[src/hw/lat_align_pkg.sv]
// shared constants, types and helpers for the multiframe latency aligner
package lat_align_pkg;

   // -----------------------------------------------------------------
   // register map
   // -----------------------------------------------------------------
   localparam int REG_AW = 12;
   localparam int REG_DW = 8;
   localparam logic [11:0] ADDR_MEASURED_LATENCY = 12'h302;
   localparam logic [11:0] ADDR_MULTIFRAME_OFFSET = 12'h304;
   localparam logic [11:0] ADDR_BUFFER_RELEASE_DELAY = 12'h306;
   localparam logic [7:0] MULTIFRAME_OFFSET_RST = 8'h00;
   localparam logic [7:0] BUFFER_RELEASE_DELAY_RST = 8'h00;
   localparam logic [7:0] MEASURED_LATENCY_RST = 8'h00;
   localparam logic [7:0] RDATA_UNMAPPED = 8'h00;

   // -----------------------------------------------------------------
   // timing and size figures: release delay in parallel-clock cycles
   // -----------------------------------------------------------------
   localparam logic [7:0] RELEASE_DELAY_MAX = 8'h0c;
   localparam int FRAMES_PER_MF = 32;
   localparam int BYTES_PER_PCLK = 4;
   localparam int LANE_W = 32;
   localparam int FIFO_DEPTH = 4;

   // -----------------------------------------------------------------
   // types
   // -----------------------------------------------------------------
   typedef struct packed {
      logic sof;
      logic [LANE_W-1:0] data;
   } lane_word_t;

   typedef enum logic [3:0] {
      ST_IDLE  = 4'b0001,
      ST_ALIGN = 4'b0010,
      ST_HOLD  = 4'b0100,
      ST_RUN   = 4'b1000
   } align_state_t;

   // -----------------------------------------------------------------
   // helpers
   // -----------------------------------------------------------------
   // 32 frames of F octets over 4 octets per parallel clock
   function automatic logic [7:0] cycles_per_mf(input logic [3:0] f);
      cycles_per_mf = 8'((FRAMES_PER_MF * int'(f)) / BYTES_PER_PCLK);
   endfunction

   // (a - b) modulo m, both operands already below m
   function automatic logic [7:0] wrap_sub(input logic [7:0] a, input logic [7:0] b,
                                           input logic [7:0] m);
      wrap_sub = (a >= b) ? 8'(a - b) : 8'(a + m - b);
   endfunction

endpackage

[src/hw/lmfc_gen.sv]
// aligned multiframe phase counter and offset local multiframe clock
`timescale 1ns/1ps
module lmfc_gen (
   // clock and reset
   input wire logic clk,
   input wire logic rst,
   // control
   input wire logic sync,
   input wire logic [7:0] cpm,
   input wire logic [7:0] offset,
   // phase outputs
   output logic [7:0] phase,
   output logic [7:0] local_phase,
   output logic local_bnd,
   output logic aligned
);
   logic [7:0] phase_r, phase_nxt;
   logic aligned_r, aligned_nxt;
   logic [7:0] last;

   assign last = (cpm == 8'h00) ? 8'h00 : 8'(cpm - 8'h01);

   // phase counts parallel clocks, so offsets are in that unit
   always_comb begin
      aligned_nxt = aligned_r || sync;
      if (sync) begin
         phase_nxt = 8'h00;
      end else if (phase_r >= last) begin
         phase_nxt = 8'h00;
      end else begin
         phase_nxt = 8'(phase_r + 8'h01);
      end
   end

   always_ff @(posedge clk or posedge rst) begin
      if (rst) begin
         phase_r <= 8'h00;
         aligned_r <= 1'b0;
      end else begin
         phase_r <= phase_nxt;
         aligned_r <= aligned_nxt;
      end
   end

   assign phase = phase_r;
   assign aligned = aligned_r;
   assign local_phase = lat_align_pkg::wrap_sub(phase_r, offset, cpm);
   assign local_bnd = aligned_r && (local_phase == 8'h00);

endmodule // lmfc_gen

[src/hw/rx_multiframe_latency_align.sv]
// receive multiframe alignment, release delay and latency readback
//
// Operation
// - Each link keeps a local multiframe clock delayed from the aligned one by an offset.
// - All lanes of a link are read together inside one local multiframe.
// - Samples are held until release-delay cycles after the local boundary.
// - Release delay covers 0 to 12 parallel-clock cycles.
// - Offset and release delay are counted in parallel-clock cycles.
// - Parallel clock is a quarter of the lane byte rate.
// - A multiframe is 8 cycles for F of 1, 16 for F of 2.
// - Read-only latency: aligned phase at lane 0's first start-of-data sample after alignment.
// - Offset sits at 0x304, release delay at 0x306, both writable.
// - A sync event aligns the internal multiframe phase to zero.
// - A multiframe holds 32 frames, giving 8 times F parallel cycles.
`timescale 1ns/1ps
module rx_multiframe_latency_align #(
   parameter int NUM_LANES = 4,
   parameter int FIFO_DEPTH = lat_align_pkg::FIFO_DEPTH
) (
   // clock and reset
   input wire logic CLK_SYS,
   input wire logic RESET,
   // register port
   input wire logic [11:0] REG_ADDR,
   input wire logic [7:0] REG_WDATA,
   input wire logic REG_WR,
   input wire logic REG_RD,
   output logic [7:0] REG_RDATA,
   output logic REG_RVALID,
   // link configuration
   input wire logic [3:0] CFG_OCTETS_PER_FRAME,
   input wire logic SYNC_EVENT,
   // lane inputs
   input wire lat_align_pkg::lane_word_t [NUM_LANES-1:0] LANE_WORD,
   input wire logic [NUM_LANES-1:0] LANE_VALID,
   output logic [NUM_LANES-1:0] LANE_READY,
   // aligned output
   output logic [NUM_LANES*lat_align_pkg::LANE_W-1:0] OUT_DATA,
   output logic OUT_VALID,
   input wire logic OUT_READY,
   // status
   output logic LINK_ALIGNED,
   output logic LOCAL_MF_BOUNDARY
);
   localparam int LW = lat_align_pkg::LANE_W;
   localparam int WW = $bits(lat_align_pkg::lane_word_t);

   // ---------------------------------------------------------------
   // declarations
   // ---------------------------------------------------------------
   lat_align_pkg::align_state_t st_r, st_nxt;
   logic [7:0] mf_offset_r, mf_offset_nxt, rel_delay_r, rel_delay_nxt;
   logic [7:0] act_offset_r, act_offset_nxt, act_delay_r, act_delay_nxt;
   logic [7:0] latency_r, latency_nxt, cnt_r, cnt_nxt;
   logic lat_done_r, lat_done_nxt;
   logic [7:0] rdata_r, rdata_nxt;
   logic rvalid_r, rvalid_nxt;
   logic [NUM_LANES*LW-1:0] out_data_r, out_data_nxt;
   logic out_valid_r, out_valid_nxt, aligned_r, aligned_nxt, bnd_r;
   logic [NUM_LANES-1:0] fifo_ready, head_valid, pop;
   lat_align_pkg::lane_word_t head [NUM_LANES];
   logic [7:0] cpm, phase, local_phase;
   logic local_bnd, mf_aligned, all_valid, all_sof, lat_hit;

   // ---------------------------------------------------------------
   // per-lane buffers and the one shared multiframe clock
   // ---------------------------------------------------------------
   for (genvar i = 0; i < NUM_LANES; i++) begin : g_lane
      logic [WW-1:0] head_bits;
      sample_fifo #(.WIDTH(WW), .DEPTH(FIFO_DEPTH)) u_fifo (
         .clk(CLK_SYS),
         .rst(RESET),
         .in_valid(LANE_VALID[i]),
         .in_ready(fifo_ready[i]),
         .in_data(LANE_WORD[i]),
         .out_valid(head_valid[i]),
         .out_ready(pop[i]),
         .out_data(head_bits)
      );
      assign head[i] = head_bits;
   end

   assign cpm = lat_align_pkg::cycles_per_mf(CFG_OCTETS_PER_FRAME);

   lmfc_gen u_lmfc (
      .clk(CLK_SYS),
      .rst(RESET),
      .sync(SYNC_EVENT),
      .cpm(cpm),
      .offset(act_offset_r),
      .phase(phase),
      .local_phase(local_phase),
      .local_bnd(local_bnd),
      .aligned(mf_aligned)
   );

   always_comb begin
      all_valid = 1'b1;
      all_sof = 1'b1;
      for (int i = 0; i < NUM_LANES; i++) begin
         all_valid = all_valid && head_valid[i];
         all_sof = all_sof && head_valid[i] && head[i].sof;
      end
   end

   // first post-alignment start-of-data sample of lane 0 entering its buffer
   assign lat_hit = LANE_VALID[0] && fifo_ready[0] && LANE_WORD[0].sof && !lat_done_r;

   // ---------------------------------------------------------------
   // register file
   // ---------------------------------------------------------------
   always_comb begin
      mf_offset_nxt = mf_offset_r;
      rel_delay_nxt = rel_delay_r;
      act_offset_nxt = act_offset_r;
      act_delay_nxt = act_delay_r;
      latency_nxt = latency_r;
      lat_done_nxt = lat_done_r;
      rvalid_nxt = REG_RD;
      rdata_nxt = rdata_r;
      if (REG_WR && REG_ADDR == lat_align_pkg::ADDR_MULTIFRAME_OFFSET) begin
         mf_offset_nxt = REG_WDATA;
      end
      if (REG_WR && REG_ADDR == lat_align_pkg::ADDR_BUFFER_RELEASE_DELAY) begin
         rel_delay_nxt = REG_WDATA;
      end
      if (REG_RD) begin
         case (REG_ADDR)
            lat_align_pkg::ADDR_MEASURED_LATENCY: rdata_nxt = latency_r;
            lat_align_pkg::ADDR_MULTIFRAME_OFFSET: rdata_nxt = mf_offset_r;
            lat_align_pkg::ADDR_BUFFER_RELEASE_DELAY: rdata_nxt = rel_delay_r;
            default: rdata_nxt = lat_align_pkg::RDATA_UNMAPPED;
         endcase
      end
      if (lat_hit && mf_aligned) begin
         latency_nxt = phase;
         lat_done_nxt = 1'b1;
      end
      if (SYNC_EVENT) begin
         // new settings only land here, never mid-multiframe
         act_offset_nxt = mf_offset_r;
         act_delay_nxt = (rel_delay_r > lat_align_pkg::RELEASE_DELAY_MAX) ?
                         lat_align_pkg::RELEASE_DELAY_MAX : rel_delay_r;
         lat_done_nxt = 1'b0;
      end
   end

   always_ff @(posedge CLK_SYS or posedge RESET) begin
      if (RESET) begin
         mf_offset_r <= lat_align_pkg::MULTIFRAME_OFFSET_RST;
         rel_delay_r <= lat_align_pkg::BUFFER_RELEASE_DELAY_RST;
         act_offset_r <= lat_align_pkg::MULTIFRAME_OFFSET_RST;
         act_delay_r <= lat_align_pkg::BUFFER_RELEASE_DELAY_RST;
         latency_r <= lat_align_pkg::MEASURED_LATENCY_RST;
         lat_done_r <= 1'b0;
         rdata_r <= 8'h00;
         rvalid_r <= 1'b0;
      end else begin
         mf_offset_r <= mf_offset_nxt;
         rel_delay_r <= rel_delay_nxt;
         act_offset_r <= act_offset_nxt;
         act_delay_r <= act_delay_nxt;
         latency_r <= latency_nxt;
         lat_done_r <= lat_done_nxt;
         rdata_r <= rdata_nxt;
         rvalid_r <= rvalid_nxt;
      end
   end

   // ---------------------------------------------------------------
   // alignment and release
   // ---------------------------------------------------------------
   always_comb begin
      st_nxt = st_r;
      cnt_nxt = cnt_r;
      pop = '0;
      out_data_nxt = out_data_r;
      out_valid_nxt = out_valid_r && !OUT_READY;
      if (st_r == lat_align_pkg::ST_ALIGN || st_r == lat_align_pkg::ST_HOLD) begin
         // drop stale words ahead of the first data sample
         for (int i = 0; i < NUM_LANES; i++) begin
            pop[i] = head_valid[i] && !head[i].sof;
         end
      end
      case (st_r)
         lat_align_pkg::ST_IDLE: begin
            st_nxt = lat_align_pkg::ST_IDLE;
         end
         lat_align_pkg::ST_ALIGN: begin
            if (local_bnd) begin
               if (act_delay_r == 8'h00) begin
                  st_nxt = all_sof ? lat_align_pkg::ST_RUN : lat_align_pkg::ST_ALIGN;
               end else begin
                  st_nxt = lat_align_pkg::ST_HOLD;
                  cnt_nxt = 8'h01;
               end
            end
         end
         lat_align_pkg::ST_HOLD: begin
            if (cnt_r >= act_delay_r) begin
               // late lane: retry at the next local boundary
               st_nxt = all_sof ? lat_align_pkg::ST_RUN : lat_align_pkg::ST_ALIGN;
            end else begin
               cnt_nxt = 8'(cnt_r + 8'h01);
            end
         end
         lat_align_pkg::ST_RUN: begin
            if (all_valid && (!out_valid_r || OUT_READY)) begin
               pop = '1;
               out_valid_nxt = 1'b1;
               for (int i = 0; i < NUM_LANES; i++) begin
                  out_data_nxt[i*LW +: LW] = head[i].data;
               end
            end
         end
         default: begin
            st_nxt = lat_align_pkg::ST_IDLE;
         end
      endcase
      if (SYNC_EVENT) begin
         st_nxt = lat_align_pkg::ST_ALIGN;
         out_valid_nxt = 1'b0;
      end
      aligned_nxt = (st_nxt == lat_align_pkg::ST_RUN);
   end

   always_ff @(posedge CLK_SYS or posedge RESET) begin
      if (RESET) begin
         st_r <= lat_align_pkg::ST_IDLE;
         cnt_r <= 8'h00;
         out_data_r <= '0;
         out_valid_r <= 1'b0;
         aligned_r <= 1'b0;
         bnd_r <= 1'b0;
      end else begin
         st_r <= st_nxt;
         cnt_r <= cnt_nxt;
         out_data_r <= out_data_nxt;
         out_valid_r <= out_valid_nxt;
         aligned_r <= aligned_nxt;
         bnd_r <= local_bnd;
      end
   end

   assign REG_RDATA = rdata_r;
   assign REG_RVALID = rvalid_r;
   assign LANE_READY = fifo_ready;
   assign OUT_DATA = out_data_r;
   assign OUT_VALID = out_valid_r;
   assign LINK_ALIGNED = aligned_r;
   assign LOCAL_MF_BOUNDARY = bnd_r;
endmodule // rx_multiframe_latency_align

[src/hw/sample_fifo.sv]
// small synchronous fifo holding one lane's words until release
`timescale 1ns/1ps
module sample_fifo #(
   parameter int WIDTH = 33,
   parameter int DEPTH = 4
) (
   // clock and reset
   input wire logic clk,
   input wire logic rst,
   // fill side
   input wire logic in_valid,
   output logic in_ready,
   input wire logic [WIDTH-1:0] in_data,
   // drain side
   output logic out_valid,
   input wire logic out_ready,
   output logic [WIDTH-1:0] out_data
);
   localparam int PW = (DEPTH > 1) ? $clog2(DEPTH) : 1;
   localparam int CW = $clog2(DEPTH + 1);
   localparam logic [CW-1:0] CNT_FULL = CW'(DEPTH);
   localparam logic [PW-1:0] PTR_LAST = PW'(DEPTH - 1);

   logic [WIDTH-1:0] mem [DEPTH];
   logic [PW-1:0] wr_ptr_r, wr_ptr_nxt, rd_ptr_r, rd_ptr_nxt;
   logic [CW-1:0] count_r, count_nxt;
   logic ready_r, ready_nxt;
   logic push, pop;

   assign push = in_valid && ready_r;
   assign pop = out_valid && out_ready;
   assign out_valid = (count_r != '0);
   assign out_data = mem[rd_ptr_r];
   assign in_ready = ready_r;

   always_comb begin
      wr_ptr_nxt = wr_ptr_r;
      rd_ptr_nxt = rd_ptr_r;
      count_nxt = count_r;
      if (push) begin
         wr_ptr_nxt = (wr_ptr_r == PTR_LAST) ? '0 : PW'(wr_ptr_r + 1'b1);
      end
      if (pop) begin
         rd_ptr_nxt = (rd_ptr_r == PTR_LAST) ? '0 : PW'(rd_ptr_r + 1'b1);
      end
      if (push && !pop) begin
         count_nxt = CW'(count_r + 1'b1);
      end else if (pop && !push) begin
         count_nxt = CW'(count_r - 1'b1);
      end
      ready_nxt = (count_nxt != CNT_FULL);
   end

   always_ff @(posedge clk or posedge rst) begin
      if (rst) begin
         wr_ptr_r <= '0;
         rd_ptr_r <= '0;
         count_r <= '0;
         ready_r <= 1'b1;
      end else begin
         wr_ptr_r <= wr_ptr_nxt;
         rd_ptr_r <= rd_ptr_nxt;
         count_r <= count_nxt;
         ready_r <= ready_nxt;
      end
   end

   always_ff @(posedge clk) begin
      if (push) begin
         mem[wr_ptr_r] <= in_data;
      end
   end

endmodule // sample_fifo
[config.mk]
export PLATFORM = sky130hd
export DESIGN_NAME = rx_multiframe_latency_align
export DESIGN_NICKNAME = d
export VERILOG_FILES = /design/src/hw/lat_align_pkg.sv /design/src/hw/lmfc_gen.sv /design/src/hw/rx_multiframe_latency_align.sv /design/src/hw/sample_fifo.sv
export SDC_FILE = /design/constraint.sdc
export NUM_CORES = 1
export LEC_CHECK = 0
export BUFFER_PORTS_ARGS = -buffer_cell sky130_fd_sc_hd__clkbuf_2
export CAP_MARGIN = 20
export CORE_MARGIN = 5
export CORE_UTILIZATION = 53
export CTS_CLUSTER_DIAMETER = 30
export DETAILED_ROUTE_END_ITERATION = 16
export PLACE_DENSITY = 0.8
export SETUP_SLACK_MARGIN = 0.05
export SYNTH_ARGS = -nofsm -noshare
export SYNTH_HDL_FRONTEND = slang
export SYNTH_SLANG_ARGS = --single-unit
[constraint.sdc]
create_clock -name CLK_SYS -period 5.95 [get_ports CLK_SYS]
set_input_delay 0 -clock CLK_SYS [delete_from_list [all_inputs] [get_ports CLK_SYS]]
set_output_delay 0 -clock CLK_SYS [all_outputs]
set_load 0.01 [all_outputs]
Word level (Yosys, flattened, before mapping)
Memories as Yosys holds them, arrays and structs flattened.
Cells that the tools add are included.
Word-level totals
  bits in latches: 0
  RAM bits: 528
  word-level logic and storage cells: 199
  output and inout bits: 144
  ROM bits: 0
  register bits: 234
  memories kept: 4
  input bits: 166
Cells by class
  magnitude comparators: 4
  multiplexer cells: 48
  shift-type cells: 0
  $mul: 0
  div/mod/pow operators: 0
  add/subtract/negate cells: 22
  reduce and logical (&&, ||, !) cells: 67
  bitwise gates (word level): 0
  equal/unequal tests: 22
Memories
  g_lane[0].u_fifo.mem: depth 4, bits a word 33, rd ports 1, clocked after Yosys merged registers in 0, wr ports 1, line sample_fifo.sv:24  | logic [WIDTH-1:0] mem [DEPTH];
  g_lane[1].u_fifo.mem: depth 4, bits a word 33, rd ports 1, clocked after Yosys merged registers in 0, wr ports 1, line sample_fifo.sv:24
  g_lane[2].u_fifo.mem: depth 4, bits a word 33, rd ports 1, clocked after Yosys merged registers in 0, wr ports 1, line sample_fifo.sv:24
  g_lane[3].u_fifo.mem: depth 4, bits a word 33, rd ports 1, clocked after Yosys merged registers in 0, wr ports 1, line sample_fifo.sv:24
Operator list (number)
  8-bit 2-to-1 mux: 8
  1-bit logical AND: 38
  12-bit by 10-bit == test with 1-bit output (second input constant): 3
  4-bit 2-to-1 mux: 8
  8-bit >= comparator: 3
  8-bit logical NOT: 3
  3-bit 2-to-1 mux: 8
  8-bit one-hot mux with 3 select lines: 1
  2-bit by 1-bit adder with 2-bit output (second input constant): 8
  8-bit by 1-bit adder with 8-bit output (second input constant): 2
  2-bit == test (second input constant): 8
  2-bit 2-to-1 mux: 8
  8-bit one-hot mux with 2 select lines: 1
  8-bit subtractor: 2
  1-bit logical NOT: 15
  1-bit 2-to-1 mux: 13
  3-bit by 1-bit adder with 3-bit output (second input constant): 4
  3-bit != test (second input constant): 4
  4-bit one-hot mux with 3 select lines: 1
  3-bit nonzero test: 4
  3-bit by 1-bit subtractor with 3-bit output (second input constant): 4
  8-bit by 7-bit adder with 8-bit output: 1
  4-bit == test (second input constant): 2
  8-bit by 4-bit greater-than comparator with 1-bit output (second input constant): 1
  8 further kinds: 13

Depth between registers and ports, before layout
Gate-level depths: netlist of run 1.
  word-level depth: 14
  depth in mapped cells: 11
  mapped depth without buffers: 11

Modules after synthesis
Synthesis of run 1 repeated with hierarchy kept, for this count alone.
Second synthesis, totals
  cell total of the unflattened synthesis: 1657
  area, all modules: 31338.8 µm²
Modules (own cells, without submodules)
  sample_fifo at g_lane[1].u_fifo ...: times used 3, cells an instance 225, area an instance 5338.9 µm²
  rx_multiframe_latency_align: times used 1, cells an instance 525, area an instance 8194.1 µm²
  sample_fifo at g_lane[0].u_fifo: times used 1, cells an instance 230, area an instance 5330.1 µm²
  lmfc_gen: times used 1, cells an instance 227, area an instance 1798.0 µm²

Worst setup path after synthesis of run 1
OpenSTA, ideal clock, no wires.
  path kind: reg2reg
  start point: reg u_lmfc.phase_r[1], in the netlist u_lmfc.phase[1]
  end point: reg st_r[1]
  buffers on the path: 0
  arrival time: 2.934 ns
  library setup time: 0.126 ns
  required time: 5.824 ns
  clock period less this slack: 3.061 ns
  stages on the path, launching flop included: 10
  path slack: 2.889 ns
  cell sequence: dfrtp_1 > ha_1 > ha_1 > fa_1 > xor2_1 > a2111oi_0 > o311ai_0 > nor4b_1 > nor2_1 > a221o_1
On the way
  cells in the longest elaborated chain, start to end: 8
Ends and longest elaborated chain
  start, declared: line lmfc_gen.sv:17  | logic [7:0] phase_r, phase_nxt;
  start signal, assigned: line lmfc_gen.sv:40  | phase_r <= phase_nxt;
  8-bit by 7-bit adder with 8-bit output: line lat_align_pkg.sv:52  | wrap_sub = (a >= b) ? 8'(a - b) : 8'(a + m - b);
  8-bit subtractor: line lat_align_pkg.sv:52
  8-bit 2-to-1 mux *: line lat_align_pkg.sv:52
  8-bit logical NOT *: line lmfc_gen.sv:48  | assign local_bnd = aligned_r && (local_phase == 8'h00);
  1-bit logical AND *: line lmfc_gen.sv:48
  4-bit 2-to-1 mux *: line rx_multiframe_latency_align.sv:190  | if (local_bnd) begin
  4-bit one-hot mux with 3 select lines *: line rx_multiframe_latency_align.sv:185  | case (st_r)
  4-bit 2-to-1 mux *: line rx_multiframe_latency_align.sv:220  | if (SYNC_EVENT) begin
  net st_nxt[1]: line rx_multiframe_latency_align.sv:51  | lat_align_pkg::align_state_t st_r, st_nxt;
  end signal, assigned: line rx_multiframe_latency_align.sv:229  | st_r <= lat_align_pkg::ST_IDLE;
  end signal, assigned: line rx_multiframe_latency_align.sv:236  | st_r <= st_nxt;
  end, declared: line rx_multiframe_latency_align.sv:51
Mark *: on every way through the listed nets, which the timed path passes. The rest lies on a longest branch.
A chain may end at the register's enable or synchronous reset.

Worst setup path in the final report of run 1
  start point: reg u_lmfc.phase_r[0], in the netlist u_lmfc.phase[0]
  end point: reg st_r[1]
The elaborated chain is that of the path after synthesis.

==> results_dict.tcl, run 1 <==
set metrics [dict create \
    p_leak_nw 15.80 \
    wl_per_cell_um 22.68 \
    cts_tree "done" \
    track_usage_pct 22.95 \
    ys_ff_latch 762 \
    fin_cells 3099 \
    clock_path_buffers 3 \
    grt_pass1_wl_um 111700 \
    io_buffers 309 \
    final_max_slew_viol_count 0 \
    routed_wl_um 70290 \
    crit-reg2reg-launch "u_lmfc.phase[0]$_DFF_PP0_" \
    crit_family "simple AND/OR/NAND/NOR gates" \
    synth_flop_cell "edfxtp_1" \
    crit_arrival_ns 4.34 \
    drt-initial-drc-count 1216 \
    vias 17430 \
    r2r_end "st_r[1]$_DFF_PP0_" \
    postSynthAreaPerCell_um2 18.34 \
    skew_ns 0.03800 \
    drc 0 \
    min_path_type "in2async" \
    numCtsBuffers 135 \
    tns_ns 0 \
    synth_edf_count 528 \
    critPathLaunchType "register" \
    gp_congestion 0.8125 \
    clock-root-buffer "clkbuf_16" \
    antenna_left 0 \
    first_pass_iters 5 \
    viasPerCell 5.623 \
    yosysUniqueCellTypes 65 \
    stdcell_area_um2 39000 \
    worst_slack_ns 2.145 \
    yosysTopAreaCell "edfxtp_1" \
    antenna_found_initial 8 \
    power.density_nw_per_um2 467.3 \
    worstPathCellList "inv_1, ha_1, inv_1, ha_1, fa_1, xor2_1, a2111oi_0, o311ai_0, nor4b_1, nor2_1, a221o_1" \
    dp_slack_ns 2.241 \
    clkSinkCount 762 \
    clk_latency_ns 0.69 \
    worst_pin_slew_ns 1.007 \
    required_ns 6.49 \
    syn2layout_area_growth_pct 28.07 \
    htree_levels 4 \
    grt-ovfl-total 0 \
    nFillCells 3598 \
    initial_utilization_pct 53.80 \
    critPathSlowestCell "nor4b_1" \
    yosysWarnings 0 \
    crit_buf_inv 2 \
    status "finished clean" \
    synth.top_cell.area_share_pct 52.07 \
    final_hold_viol_count 0 \
    clkTransAtPathRegs_ns 0.05 \
    die_w_um 249.7 \
    r2r_slack_ns 2.15 \
    fin_util_pct 68.90 \
    grt_pass1_vias 19260 \
    crit_fanout 5 \
    critPathCaptureType "register" \
    ff2ff_path_depth 11 \
    synthArstFlopShare_pct 30.71 \
    holdWs_ns 0.02027 \
    worstSetupEndpoint "st_r[1]$_DFF_PP0_" \
    grt_max_degree 131 \
    synth_cells 1660 \
    yosys-top-cells-count "edfxtp_1, dfrtp_1, mux2_2, mux4_2, ha_1" \
    final_layout_size_suffix_gt1_share_pct 37.16 \
    slowest_delay_ns 0.91 \
    min_period_over_period_pct 63.94 \
    yosysMostFrequentCell "edfxtp_1" \
    drv_cap 0 \
    period_needed_ns 3.805 \
    synth_seq_area_share_pct 71.32 \
    dp_cells 2690 \
    syn-num-nets 1899 \
    peakVddDrop_mv 0.3663 \
    core.rowCount 87 \
    die_h_um 249.7 \
    crit_start "u_lmfc.phase[0]$_DFF_PP0_" \
    postPlaceCellArea_um2 32830 \
    pin_count 310 \
    synth.area.top_cells "edfxtp_1, dfrtp_1, mux4_2, mux2_2, ha_1" \
    syn_area_um2 30450 \
    slew_headroom_pct 31.90 \
    path_depth 11 \
    core_um2 56600 \
    final_nets 2464 \
    crit_type "reg2reg" \
    setup_viol 0 \
    max_freq_mhz 262.8 \
    rsz0062_at_grt "no" \
    dieArea_um2 62350 \
    ctsResizeCount 0 \
    p_total_mw 18.22 \
    hpwl_um 39620 \
]
-- tightest hold or removal path, stage by stage --
cell	delay, ns
dlygate4sd3_1	0.53
clkbuf_2	0.12
clkinvlp_4	0.08
buf_12	0.44
-- kinds of logic (layout without fill, tap and decap cells) --
logic type | count (synthesis) | after routing | share of synthesized area (%)
DFF | 762 | 762 | 71.32
and+or+nand+nor | 235 | 235 | 3.924
muxes | 308 | 308 | 16.19
buffers and inverters | 126 | 802 | 1.976
adders and majority gates | 73 | 73 | 3.172
AOI/OAI and AO/OA | 140 | 140 | 2.962
xor gates and xnor gates | 16 | 16 | 0.4602
other | 0 | 7 | 0
-- cell type report --
| cell class | instances | area (µm²) | area share [%] |
|---|---|---|---|
| tap | 756 | 945.9 | 2.425 |
| clock inverter | 80 | 965.9 | 2.477 |
| inverter | 63 | 240.2 | 0.6160 |
| clock buffer | 168 | 3646 | 9.349 |
| timing repair buffer | 491 | 3323 | 8.521 |
| antenna | 7 | 17.52 | 0.04492 |
| sequential | 762 | 21720 | 55.70 |
| multi-input combinational | 772 | 8138 | 20.87 |
-- registers in the layout, indices dropped and copies added, names as in the netlist, 4 cells and up --
name and flops:
g_lane.u_fifo.mem 528, OUT_DATA 128, g_lane.u_fifo.count_r 12, REG_RDATA 8, act_delay_r 8, act_offset_r 8
cnt_r 8, g_lane.u_fifo.rd_ptr_r 8, g_lane.u_fifo.wr_ptr_r 8, latency_r 8, mf_offset_r 8, rel_delay_r 8
u_lmfc.phase 8, g_lane.u_fifo.in_ready 4, st_r 4
-- metal layers --
| metal | vias to the layer above | wire [µm] | share of wire (%) | track usage [%] |
|---|---|---|---|---|
| li1 | 7668 | - | - | - |
| met1 | 9012 | 26600 | 38 | 27.68 |
| met2 | 594 | 37240 | 53 | 40.12 |
| met3 | 149 | 4364 | 6.2 | 5.976 |
| met4 | 2 | 2059 | 2.9 | 8.467 |
| met5 | - | 13 | 0.018 | 0 |
-- report_power, final --
group | leakage (nW) | internal (mW) | switching [mW]
Combinational | 5.59 | 1.67 | 1.96
Clock | 2.23 | 5.07 | 2.61
Sequential | 7.98 | 6.61 | 0.310
-- placed cells by master (no fill, tap or decap), types with 9 or more instances in the layout --
master         count
ha_1              66
xnor2_1           10
mux4_2           132
dfrtp_1          225
clkinv_2          22
nand3_1           14
or3_1             12
o21ai_0           37
clkbuf_1          22
mux2_2           156
clkbuf_16        138
a21oi_1           44
bufinv_16         16
nor3_1            10
nand2_1           52
inv_6             14
and3_1            17
clkbuf_2         309
clkinvlp_4        13
inv_1             62
buf_4             26
dlygate4sd3_1    154
edfxtp_1         528
mux2i_1           20
nor2b_1            9
nor2_1            65
nor4_1            10
o31ai_1           13
-- repair_timing --
| item | in CTS | in global routing |
|---|---|---|
| hold buffers | 154 | 0 |
| endpoints found under the hold margin | 743 | 0 |
| buffers inserted | 0 | 0 |
-- worst min-delay path by stage --
stage | from | to | slack [ns] | cells after the start
finish | RESET | OUT_DATA[0]$_DFFE_PP0P_ | 0.02 | 4
global route | LANE_WORD[100] | g_lane[3].u_fifo.mem[1][1]$_DFFE_PP_ | 0.04 | 2
floorplan | REG_RD | REG_RVALID$_DFF_PP0_ | 0.03 | 0
CTS | LANE_WORD[108] | g_lane[3].u_fifo.mem[0][9]$_DFFE_PP_ | 0.004 | 2
detailed placement | RESET | OUT_DATA[4]$_DFFE_PP0P_ | 0.22 | 3
global placement | RESET | OUT_DATA[14]$_DFFE_PP0P_ | 0.21 | 3
Note: power is estimated with default switching activity, not from simulation.
==> run 2, diff against run 1 <==
--- a/config.mk
+++ b/config.mk
@@ -8,10 +8,10 @@
 export BUFFER_PORTS_ARGS = -buffer_cell sky130_fd_sc_hd__clkbuf_2
 export CAP_MARGIN = 20
 export CORE_MARGIN = 5
-export CORE_UTILIZATION = 53
+export CORE_UTILIZATION = 59
 export CTS_CLUSTER_DIAMETER = 30
 export DETAILED_ROUTE_END_ITERATION = 16
-export PLACE_DENSITY = 0.8
+export PLACE_DENSITY = 0.84
 export SETUP_SLACK_MARGIN = 0.05
 export SYNTH_ARGS = -nofsm -noshare
 export SYNTH_HDL_FRONTEND = slang
==> constraint.sdc (replaced) <==
create_clock -name CLK_SYS -period 3.8 [get_ports CLK_SYS]
set_input_delay 0 -clock CLK_SYS [delete_from_list [all_inputs] [get_ports CLK_SYS]]
set_output_delay 0 -clock CLK_SYS [all_outputs]
set_load 0.01 [all_outputs]
==> results_dict.tcl, run 2 (same netlist as run 1, synthesis figures left out) <==
set metrics [dict create \
    slew_headroom_pct 42.17 \
    clk_latency_ns 0.72 \
    die_w_um 237.2 \
    die_h_um 237.2 \
    hp-start "LANE_WORD[116]" \
    grt_max_degree 68 \
    clkTransAtPathRegs_ns 0.06 \
    min_period_over_period_pct 90.53 \
    first_pass_iters 6 \
    crit_arrival_ns 4.02 \
    rsz0062_at_grt "no" \
    power.density_nw_per_um2 747.4 \
    seqPwrFrac_pct 37.0 \
    seqCellArea_um2 21720 \
    period_needed_ns 3.440 \
    r2r_slack_ns 0.36 \
    antenna_left 0 \
    drc 0 \
    tns_ns 0 \
    critPathLaunchType "register" \
    multi_input_area_um2 8138 \
    p_switching_mw 8.159 \
    grt_pass1_wl_um 115400 \
    peakVddDrop_mv 0.8739 \
    pwr-share-clk_pct 43.3 \
    cts_setup_buffers 0 \
    core.rowCount 83 \
    status "finished clean" \
    htree_levels 4 \
    syn2layout_area_growth_pct 29.12 \
    grt-ovfl-total 0 \
    viasPerCell 5.843 \
    worst_pin_slew_ns 0.8617 \
    crit_fanout 5 \
    comb_power_share_pct 19.6 \
    final_max_slew_viol_count 0 \
    clock-root-buffer "clkbuf_16" \
    hpwl_um 39880 \
    drv_cap 0 \
    final_nets 2475 \
    swShare_pct 27.76 \
    setup_viol 0 \
    final_hold_viol_count 0 \
    cts_tree "done" \
    regMostFlops "g_lane.u_fifo.mem" \
    vias 17740 \
    max_freq_mhz 290.7 \
    final_cell_mix "edfxtp_1, clkbuf_2, dfrtp_1" \
    crit_start "u_lmfc.phase[0]$_DFF_PP0_" \
    antenna_found_initial 5 \
    clock_path_buffers 3 \
    critPathCaptureType "register" \
    gp_congestion 0.8284 \
    cts_hold_buf 160 \
    grt_pass1_vias 19450 \
    p_total_mw 29.39 \
    crit_type "reg2reg" \
    nFillCells 2630 \
    final_layout_size_suffix_gt1_share_pct 37.51 \
    crit-reg2reg-launch "u_lmfc.phase[0]$_DFF_PP0_" \
    skew_ns 0.05576 \
    pin_count 310 \
    dieArea_um2 56260 \
    internal_power_mw 21.23 \
    required_ns 4.38 \
    core_um2 51200 \
    routed_wl_um 74900 \
    clkSinkCount 762 \
    track_usage_pct 26.79 \
    largest_register_ffs 528 \
    drt-initial-drc-count 1497 \
    ctsResizeCount 0 \
    wl_per_cell_um 24.68 \
    min_path_type "in2reg" \
    holdWs_ns 0.04495 \
    initial_utilization_pct 59.48 \
    p_leak_nw 15.97 \
    final_common_cell "edfxtp_1" \
    numCtsBuffers 133 \
    io_buffers 309 \
]
run 2: cell types whose count changed in the layout (fill, tap and decap cells not counted), moves of 2 or more:
cell and delta:
clkbuf_1 -7, dlygate4sd3_1 +7, bufinv_16 +6, clkinv_16 +6, clkinv_2 -6, clkbuf_16 -5
clkinv_4 +5, inv_16 +4, inv_6 -4, buf_4 +3, clkinvlp_4 +3, buf_12 +2
clkinv_8 -2
run 2: metal layers:
metal	vias up	GRT usage [%]	share of wire, %
met3	165	6.787	6.6
li1	7684	-	-
met2	766	46.23	53
met4	2	10.27	3.4
met1	9118	33.05	37
met5	-	0	0.017
run 2: layout make-up:
class / count / area share, %
multi-input combinational: 772 / 20.70
sequential: 762 / 55.25
timing repair buffer: 504 / 8.859
tap: 680 / 2.164
clock inverter: 92 / 3.497
inverter: 63 / 0.6110
antenna: 6 / 0.03819
clock buffer: 156 / 8.888
run 2: power groups by stage:
stage / logic, mW / clock network [mW] / registers [mW]
after global placement: 5.34 / 0 / 10.8
final: 5.77 / 12.7 / 10.9
after CTS: 5.78 / 12.8 / 10.9
after floorplan: 4.19 / 0 / 10.8
after detailed placement: 5.54 / 0 / 11.0
after global routing: 6.28 / 13.3 / 11.0
run 2: critical path, stage by stage (launching register included):
cell       delay [ns]
dfrtp_1          0.41
inv_1            0.15
ha_1             0.24
inv_1            0.06
ha_1             0.21
fa_1             0.41
xor2_1           0.18
a2111oi_0        0.36
o311ai_0         0.20
nor4b_1          0.50
buf_4            0.22
nor2_1           0.06
a221o_1          0.32
run 2: worst paths after layout:
kind                                                             to  cells after the start
setup / recovery                                  st_r[1]$_DFF_PP0_                     12
hold / removal                g_lane[3].u_fifo.mem[2][17]$_DFFE_PP_                      2
setup reg to reg                                  st_r[1]$_DFF_PP0_                     12
hold reg to reg                            latency_r[5]$_DFFE_PP0P_                      2
max in group asynchronous  g_lane[0].u_fifo.rd_ptr_r[0]$_DFFE_PP0P_                      6
min in group asynchronous                  OUT_DATA[51]$_DFFE_PP0P_                      4
run 2: per-stage QoR:
stage	std cells	utilization (%)	worst slack [ns]	cell area, µm²
3_3_place_gp	2618	64.04	0.5290	32790
4_1_cts	3027	76.70	0.3862	39270
5_1_grt	3033	76.79	0.1443	39310
3_5_place_dp	2619	64.06	0.4921	32800
6_report	3035	76.80	0.3599	39320
2_1_floorplan	1660	-	0.7395	30460
==> run 3, diff against run 2 <==
--- a/config.mk
+++ b/config.mk
@@ -7,10 +7,12 @@
 export LEC_CHECK = 0
 export BUFFER_PORTS_ARGS = -buffer_cell sky130_fd_sc_hd__clkbuf_2
 export CAP_MARGIN = 20
+export CORE_ASPECT_RATIO = 1.5
 export CORE_MARGIN = 5
 export CORE_UTILIZATION = 59
 export CTS_CLUSTER_DIAMETER = 30
 export DETAILED_ROUTE_END_ITERATION = 16
+export HOLD_SLACK_MARGIN = 0.12
 export PLACE_DENSITY = 0.84
 export SETUP_SLACK_MARGIN = 0.05
 export SYNTH_ARGS = -nofsm -noshare
==> results_dict.tcl, run 3 (same netlist as run 1, synthesis figures left out) <==
set metrics [dict create \
    fin_util_pct 75.44 \
    final_cell_mix "edfxtp_1, clkbuf_2, dlygate4sd3_1" \
    grt-ovfl-total 0 \
    core.rowCount 102 \
    numCtsBuffers 104 \
    rsz0062_at_grt "no" \
    peakVddDrop_mv 0.6484 \
    track_usage_pct 25.72 \
    critPathCaptureType "register" \
    critPathLaunchType "register" \
    largest_register_ffs 528 \
    vias 17570 \
    final_hold_viol_count 0 \
    tns_ns 0 \
    dp_cells 2603 \
    antenna_found_initial 5 \
    dieArea_um2 56350 \
    worst_pin_slew_ns 0.9580 \
    crit_type "reg2reg" \
    gr-usage-met1_pct 29.95 \
    fin_cells 3041 \
    grt_max_degree 120 \
    htree_levels 3 \
    cts_setup_buffers 0 \
    min_period_over_period_pct 86.80 \
    regMostFlops "g_lane.u_fifo.mem" \
    grt_use_met2_pct 46.55 \
    grt_pass1_wl_um 111900 \
    clock-root-buffer "clkbuf_16" \
    final_nets 2507 \
    skew_ns 0.02259 \
    clock_path_buffers 3 \
    die_h_um 288.2 \
    gr-usage-met3_pct 5.427 \
    max_freq_mhz 303.2 \
    gp_congestion 0.8269 \
    drc 0 \
    routed_wl_um 71370 \
    antenna_left 0 \
    wl_per_cell_um 23.47 \
    pin_count 310 \
    power.density_nw_per_um2 689.8 \
    hpwl_um 39610 \
    min_path_type "in2reg" \
    first_pass_iters 6 \
    final_layout_size_suffix_gt1_share_pct 35.42 \
    clk_latency_ns 0.65 \
    core_um2 51430 \
    drv_cap 0 \
    crit_arrival_ns 3.82 \
    final_max_slew_viol_count 0 \
    p_leak_nw 15.67 \
    die_w_um 195.5 \
    viasPerCell 5.778 \
    drt-initial-drc-count 1079 \
    busiest_layer "met2" \
    slew_headroom_pct 36.14 \
    setup_viol 0 \
    syn2layout_area_growth_pct 27.42 \
    required_ns 4.32 \
    status "finished clean" \
    nFillCells 2837 \
    clkTransAtPathRegs_ns 0.06 \
    p_total_mw 26.76 \
    grt_pass1_vias 19580 \
    io_buffers 309 \
    period_needed_ns 3.298 \
    crit_fanout 5 \
    cts_tree "done" \
    clkSinkCount 762 \
    final_common_cell "edfxtp_1" \
    initial_utilization_pct 59.21 \
]
[run 3: cell count changes in the layout (fill, tap and decap cells not counted), sizes merged]
cell	previous run	this run
clkbuf	465	431
bufinv	22	12
inv	76	93
clkinvlp	16	11
buf	34	21
dlygate4sd3	161	235
clkinv	41	23
diode	6	5
[run 3: metrics by stage]
step	hold slack [ns]	area (µm²)	worst slack [ns]
global placement	0.1660	32700	0.5350
CTS	0.1203	38780	0.4650
global route	0.1233	38800	0.1433
detailed placement	0.1534	32700	0.4689
floorplan	0.03143	30460	0.7395
finish	0.1385	38800	0.5016
[run 3: area by class of cell]
cell class	count	area [µm²]	share of cell area, %
repair buffers	565	4094	10.55
flip-flops and latches	762	21720	55.98
clock buffers	122	2783	7.172
diodes	5	12.51	0.03225
multi-input cells	772	8158	21.02
clock inverters	76	945.9	2.438
well taps	676	845.8	2.180
inverters	63	240.2	0.6191
[run 3: critical path, stage by stage, from the launching register on]
cell,delay [ns]
dfrtp_1,0.42
inv_1,0.15
ha_1,0.24
inv_1,0.07
ha_1,0.20
fa_1,0.41
xor2_1,0.18
a2111oi_0,0.35
o311ai_0,0.23
nor4b_2,0.36
buf_4,0.18
nor2_1,0.06
a221o_1,0.33
[run 3: path summary, 6_finish.rpt]
check / start / to / slack [ns] / depth (start not counted)
setup reg to reg: u_lmfc.phase[0]$_DFF_PP0_ / st_r[1]$_DFF_PP0_ / 0.50 / 12
hold reg to reg: OUT_DATA[112]$_DFFE_PP0P_ / OUT_DATA[112]$_DFFE_PP0P_ / 0.50 / 1
max in group asynchronous: RESET / g_lane[3].u_fifo.rd_ptr_r[0]$_DFFE_PP0P_ / 2.45 / 5
hold / removal: LANE_WORD[35] / g_lane[1].u_fifo.mem[2][2]$_DFFE_PP_ / 0.14 / 2
setup / recovery: u_lmfc.phase[0]$_DFF_PP0_ / st_r[1]$_DFF_PP0_ / 0.50 / 12
min in group asynchronous: RESET / OUT_DATA[25]$_DFFE_PP0P_ / 0.65 / 5
[run 3: per-layer routing]
layer	routed length, µm	vias to the layer above
li1	-	7737
met1	25450	8988
met2	38740	677
met3	4516	167
met4	2648	2
met5	13	-
[run 3: where the power goes]
group	switching (mW)	leakage [nW]	internal, mW
Sequential	0.528	7.98	10.3
Combinational	3.06	5.89	2.65
Clock	3.95	1.80	6.23
[run 3: repair_timing]
action	CTS	global route
setup endpoints to repair	0	1
resized for setup	0	1
hold buffers	235	0
hold endpoints to repair	820	0
